$ cat config.mk
export PLATFORM = sky130hd
export DESIGN_NAME = ext_bus_ack_termination
export DESIGN_NICKNAME = d
export VERILOG_FILES = /design/src/hw/ack_term_pkg.sv /design/src/hw/ext_bus_ack_termination.sv
export SDC_FILE = /design/constraint.sdc
export NUM_CORES = 1
export LEC_CHECK = 0
export BUFFER_PORTS_ARGS = -buffer_cell sky130_fd_sc_hd__clkbuf_2
export CORE_MARGIN = 2
export CORE_UTILIZATION = 40
export DETAILED_ROUTE_END_ITERATION = 8
export PLACE_DENSITY_LB_ADDON = 0.25
export REMOVE_ABC_BUFFERS = 1
export SLEW_MARGIN = 10
export SYNTH_ARGS = -nofsm -noshare
export SYNTH_HDL_FRONTEND = slang
export SYNTH_SLANG_ARGS = --single-unit
$ cat constraint.sdc
create_clock -name clk -period 1.9 [get_ports clk]
set_input_delay 0.19 -clock clk [delete_from_list [all_inputs] [get_ports clk]]
set_output_delay 0.19 -clock clk [all_outputs]
set_load 0.1 [all_outputs]
$ cat src/hw/ack_term_pkg.sv
// Constants and types for the external bus acknowledge termination block
// Summary of operation
// - With acknowledge termination on, a cycle unterminated after 1024 clocks raises bus error.
// - Two detection modes: rising edge, or level with programmable hold-off.
// - Edge mode ends the transfer on an acknowledge rising edge before time-out.
// - Edge detection works only for chip select five.
// - Every edge-mode transfer, back-to-back ones included, waits for a fresh edge.
// - Level mode ignores acknowledge for 2 to 5 clocks set by hold-off field.
// - Acknowledge high after hold-off: continue with programmed wait state count.
// - Acknowledge low after hold-off: stall until high, subject to time-out.
// - Acknowledge low anytime after hold-off during a level-mode transfer pauses it until high.
// - Level mode usable on every chip select except chip select four.
package ack_term_pkg;
    // ************************************************************
    // Numbers
    // ************************************************************
    localparam int          TIMEOUT_CYCLES  = 1024;
    localparam int          HOLDOFF_BASE    = 2;
    localparam int          HOLDOFF_MAX     = 5;
    localparam logic [2:0]  CS_EDGE_ONLY    = 3'h5;
    localparam logic [2:0]  CS_SHARED_ACK   = 3'h4;
    localparam logic [5:0]  WSC_EDGE_MODE   = 6'h3f;

    typedef enum logic [1:0] {
        ST_IDLE  = 2'b00,
        ST_HOLD  = 2'b01,
        ST_WAIT  = 2'b10,
        ST_DONE  = 2'b11
    } term_state_t;

    typedef struct packed {
        logic [2:0] cs_sel;
        logic [5:0] wait_state_count;
        logic [1:0] ack_holdoff_count;
        logic       edge_ack_select;
        logic       external_wait_enable;
    } cycle_cfg_t;

    typedef struct packed {
        term_state_t state;
        cycle_cfg_t  cfg;
        logic [10:0] timeout_cnt;
        logic [5:0]  ws_cnt;
        logic [2:0]  hold_cnt;
        logic        ack_prev;
        logic        done;
        logic        bus_error;
    } term_regs_t;
endpackage

$ cat src/hw/ext_bus_ack_termination.sv
// Acknowledge termination and time-out monitor for asynchronous external cycles
module ext_bus_ack_termination
    import ack_term_pkg::*;
#(
    parameter int TIMEOUT = TIMEOUT_CYCLES
) (
    input  wire logic       clk,
    input  wire logic       rst_n,
    input  wire logic       cycle_start,
    input  wire cycle_cfg_t cycle_cfg,
    input  wire logic       transfer_ack_in,
    output logic            cycle_done,
    output logic            bus_error,
    output logic            cycle_busy
);
    // Time-out counter is 11 bits wide, so larger limits cannot be served
    if (TIMEOUT < 2 || TIMEOUT > 2047) begin : g_bad_timeout
        $error("TIMEOUT out of range");
    end

    localparam logic [10:0] TO_LAST = 11'(TIMEOUT - 1);
    localparam logic [2:0]  HB      = 3'(HOLDOFF_BASE);

    term_regs_t r_reg;
    term_regs_t r_next;

    // ************************************************************
    // Next state
    // ************************************************************
    always_comb begin
        logic edge_mode;
        logic ack_on;
        logic rise;
        edge_mode = 1'b0;
        ack_on    = 1'b0;
        rise      = 1'b0;
        r_next          = r_reg;
        r_next.done     = 1'b0;
        r_next.bus_error = 1'b0;
        r_next.ack_prev = transfer_ack_in;
        // Edge mode only honoured on the one select that supports it
        edge_mode = r_reg.cfg.edge_ack_select && r_reg.cfg.cs_sel == CS_EDGE_ONLY;
        // Level mode is refused on the select that shares the acknowledge pin
        ack_on = edge_mode || (!r_reg.cfg.edge_ack_select && r_reg.cfg.external_wait_enable
                 && r_reg.cfg.cs_sel != CS_SHARED_ACK);
        rise = transfer_ack_in && !r_reg.ack_prev;
        case (r_reg.state)
            ST_IDLE: begin
                if (cycle_start) begin
                    r_next.cfg         = cycle_cfg;
                    r_next.timeout_cnt = '0;
                    r_next.ws_cnt      = '0;
                    r_next.hold_cnt    = '0;
                    // Forcing the previous sample high here means a level left high from the last
                    // cycle is no edge: each transfer needs a fresh rising edge
                    r_next.ack_prev    = 1'b1;
                    r_next.state       = ST_HOLD;
                end
            end
            ST_HOLD: begin
                r_next.timeout_cnt = r_reg.timeout_cnt + 11'h001;
                r_next.hold_cnt    = r_reg.hold_cnt + 3'h1;
                if (edge_mode) begin
                    r_next.state = ST_WAIT;
                end else if (r_reg.hold_cnt + 3'h1 >= HB + 3'(r_reg.cfg.ack_holdoff_count)) begin
                    r_next.state = ST_WAIT;
                end
            end
            ST_WAIT: begin
                r_next.timeout_cnt = r_reg.timeout_cnt + 11'h001;
                if (edge_mode) begin
                    if (rise) begin
                        r_next.done  = 1'b1;
                        r_next.state = ST_IDLE;
                    end
                end else if (!ack_on || transfer_ack_in) begin
                    // Wait states advance while the acknowledge is high, or every clock when it is ignored
                    r_next.ws_cnt = r_reg.ws_cnt + 6'h01;
                    if (r_reg.ws_cnt >= r_reg.cfg.wait_state_count) begin
                        r_next.done  = 1'b1;
                        r_next.state = ST_IDLE;
                    end
                end
                // Pulse leaves with the return to idle, so busy is low while it stands
                if (ack_on && r_reg.timeout_cnt >= TO_LAST && !r_next.done) begin
                    r_next.bus_error = 1'b1;
                    r_next.state     = ST_IDLE;
                end
            end
            ST_DONE: begin
                r_next.state = ST_IDLE;
            end
            default: r_next.state = ST_IDLE;
        endcase
    end

    // ************************************************************
    // Registers
    // ************************************************************
    always_ff @(posedge clk) begin
        if (!rst_n) begin
            r_reg       <= '0;
            r_reg.state <= ST_IDLE;
        end else begin
            r_reg <= r_next;
        end
    end

    assign cycle_done = r_reg.done;
    assign bus_error  = r_reg.bus_error;
    assign cycle_busy = r_reg.state != ST_IDLE;
endmodule // ext_bus_ack_termination

==> results by group <==
STA
  – Worst-case clock skew: 6.61 ps
  – Final hold vios: 0
  – Slew Viols, Final: 0
  – Portion of the clock cycle consumed by the worst path in the final layout: 0.939
  – Highest attainable clock frequency: 0.560 GHz
  – Worst path setup slack after routing: 116 ps
  – Smallest hold slack: 111 ps
  – Slew HR: 0.632
  – Setup-violating endpoint count in the final report: 0
  – Post-layout minimum cycle time: 1780 ps
  – Slew of the pin with the lowest slew margin: 555 ps

Yosys
  – Netlist cell types: 34
  – Most frequently used flop master after synthesis: sky130_fd_sc_hd__dfxtp_1
  – Number of flops mapped to enable cells by yosys: 0
  – Top cell type by total area after synthesis: sky130_fd_sc_hd__dfxtp_1
  – Register bit count reported by yosys: 38
  – Leading cell type by number of instances after synthesis: sky130_fd_sc_hd__nand2_1
  – Post-Syn Area per Cell: 8.34 sq um
  – Instance count of the mapped netlist: 231
  – Commonest cells in the netlist: sky130_fd_sc_hd__nand2_1 (44), sky130_fd_sc_hd__dfxtp_1 (38), sky130_fd_sc_hd__inv_1 (17), sky130_fd_sc_hd__ha_1 (16), sky130_fd_sc_hd__a21boi_0 (15)
  – Sequential-to-total area share from yosys stat: 0.395
  – Async set-reset flop share out of synthesis: 0
  – Cell area after synthesis: 1930 sq um
  – Area fraction of the dominant cell type after synthesis: 0.395
  – Total number of yosys warnings: 0
  – Leading post-synthesis cells by cell area: sky130_fd_sc_hd__dfxtp_1 (40%), sky130_fd_sc_hd__ha_1 (10%), sky130_fd_sc_hd__nand2_1 (8.6%), sky130_fd_sc_hd__a21boi_0 (5.8%), sky130_fd_sc_hd__xor2_1 (3.6%)

Setup path
  – Kind of end point of the critical path: flip-flop
  – Critical Path AT: 1970 ps
  – Library cell appearing most often on the critical path: sky130_fd_sc_hd__ha_1
  – Delay of the slowest cell on the worst path: 340 ps
  – Data required time at the worst endpoint: 2090 ps
  – CP Launch Type: flip-flop
  – Worst R2R Setup Slack: 120 ps
  – Bufs and invs on worst path: 0
  – Critical path's top delay family: adder cells
  – Master of the slowest instance on the critical path: sky130_fd_sc_hd__dfxtp_1
  – Ordered cell list for the critical path: ha_1 -> ha_1 -> a21oi_2 -> nor2b_1 -> o41ai_2 -> a31oi_2 -> mux2i_1
  – WS Path Type: flip-flop to flip-flop
  – Biggest fanout along the worst timing path: 4

Worst hold path
  – Kind of path behind the tightest hold check: input port to flip-flop

Place
  – Worst setup slack before clock tree synthesis: -19.2 ps
  – Gp weighted congestion: 0.743
  – Port buffer count: 19
  – # placed instances: 307
  – HPWL after detailed placement: 2650 um

Cells and area
  – Number of flip-flops in the largest register: 36
  – Layout cells sized above 1: 0.215
  – Combined area of the multi-input logic cells: 1140 sq um
  – Number of nets in the final layout: 293
  – Register area: 762 sq um
  – Filler Cells Inserted: 450
  – Number of inserted diodes: 0
  – Number of standard cells in the final layout excluding fillers: 315
  – Area growth from synthesis to layout: 21.0%

Floorplanning
  – Die ar.: 5380 sq um
  – Horizontal die dimension: 73.4 um
  – Die height: 73.4 um
  – Num rows: 25
  – Initial cell density of the core: 0.410
  – IO Count: 20
  – Standard cell core area: 4690 sq um

CTS
  – Max Root-Sink Buffers: 2
  – Clock-pin slew on the worst setup and hold paths: 80 ps
  – Total of hold buffers inserted after clock tree synthesis: 0
  – Count of H-tree levels built during CTS: 2
  – Clock buffer count from CTS: 5
  – CTS tree: built
  – Post-CTS setup buffer count: 0
  – Cell chosen for the clock root: sky130_fd_sc_hd__clkbuf_8
  – Num Clock Sinks: 38
  – Clock Latency Late Sink: 300 ps

Routing
  – Total wirelength of the detailed-routed design: 3710 um
  – DRC viols: 0
  – Post-DRT Antenna Nets: 0
  – Starting DRT DRC Count: 38
  – Total via count after detailed routing: 1,581
  – Via density: 5.02
  – Average routed wire per standard cell: 11.8 um
  – Number of detailed-route iterations in the first pass: 4

GRT
  – Total track usage: 0.152
  – First-pass GRT wire length: 6180 um
  – Initial antenna violation count: 0
  – Maximum number of pins on one net before global-route repair: 20
  – Global route overflow: 0
  – Via count of the first global-routing pass: 1,394

Status
  – Run status: complete, no violations

Flow run
  – Count of max-cap constraint violations: 0

Pwr
  – Switching share of total power: 0.293
  – Total power: 1.96 mW
  – Sequential share of power: 0.438
  – P_leak: 0.939 nW
  – Clock power share: 0.360
  – Combinational share of power: 0.202
  – Largest voltage drop on the vdd net: 416 uV
  – Power Internal: 1.38 mW
  – Switching power total: 0.575 mW
  – P per Cell Area: 841 nW/um^2
## worst register-to-register path: cells and delay by family, from the launching register on
kind | cells | cell delay, ps
adders and majority gates | 2 | 610
DFF | 1 | 340
and+or+nand+nor | 1 | 60
AOI/OAI and AO/OA | 3 | 510
muxes | 1 | 140
## per-stage QoR
step,utilization,cell area (sq um),TNS [ps]
floorplan,-,1890,-4700
global placement,0.454,2130,-52.8
detailed placement,0.454,2130,-32.5
CTS,0.481,2260,0
global route,0.497,2330,-13.6
finish,0.497,2330,0
## placed cells by master (no fill, tap or decap), types with 8 or more instances in the layout
master,count
sky130_fd_sc_hd__nand2_1,44
sky130_fd_sc_hd__dfxtp_1,37
sky130_fd_sc_hd__clkbuf_2,19
sky130_fd_sc_hd__inv_1,15
sky130_fd_sc_hd__a21boi_0,15
sky130_fd_sc_hd__ha_1,14
sky130_fd_sc_hd__buf_4,11
sky130_fd_sc_hd__o21ai_0,10
sky130_fd_sc_hd__nor2_1,9
sky130_fd_sc_hd__xor2_1,8
## per-layer routing
layer / GRT usage / wire [um]
met1: 0.187 / 1800
met4: 0.0727 / 80
met3: 0.0480 / 137
met5: 0 / 0
met2: 0.240 / 1690
## power by group through the flow
stage                     logic (mW)  clock network (mW)  registers (mW)
after CTS                      0.364               0.728           0.857
after floorplan                0.232                   0           0.875
after global routing           0.447               0.757           0.864
final                          0.397               0.705           0.858
after global placement         0.355                   0           0.876
after detailed placement       0.358                   0           0.876
## cell families after synthesis
kind of cell | Yosys count | share of synthesized area
flops | 38 | 0.395
simple gates | 91 | 0.222
xor+xnor | 9 | 0.0409
fa+ha+maj | 16 | 0.104
buf+inv | 25 | 0.0533
compound gates | 48 | 0.164
mux | 4 | 0.0208
## final cells by class
cell class	count	area share
inverter	17	0.0274
tap	54	0.0290
multi-input combinational	168	0.491
clock buffer	5	0.0295
timing repair buffer	30	0.0763
sequential	38	0.327
clock inverter	3	0.0193
## path summary, 6_finish.rpt
check           startpoint        end  depth (start not counted)
min          cycle_cfg[12]  r_reg[35]                          3
max               r_reg[3]  r_reg[37]                          7
min reg2reg      r_reg[35]  r_reg[35]                          2
max reg2reg       r_reg[3]  r_reg[37]                          7
## repair_timing
| item | 4_1_cts | 5_1_grt |
|---|---|---|
| pin swaps | 0 | 3 |
| endpoints found under the hold margin | 0 | 0 |
| setup endpoints to repair | 3 | 14 |
| gates cloned | 0 | 0 |
| gates resized for setup | 2 | 16 |
No activity file was read; power rests on OpenSTA's default activity.
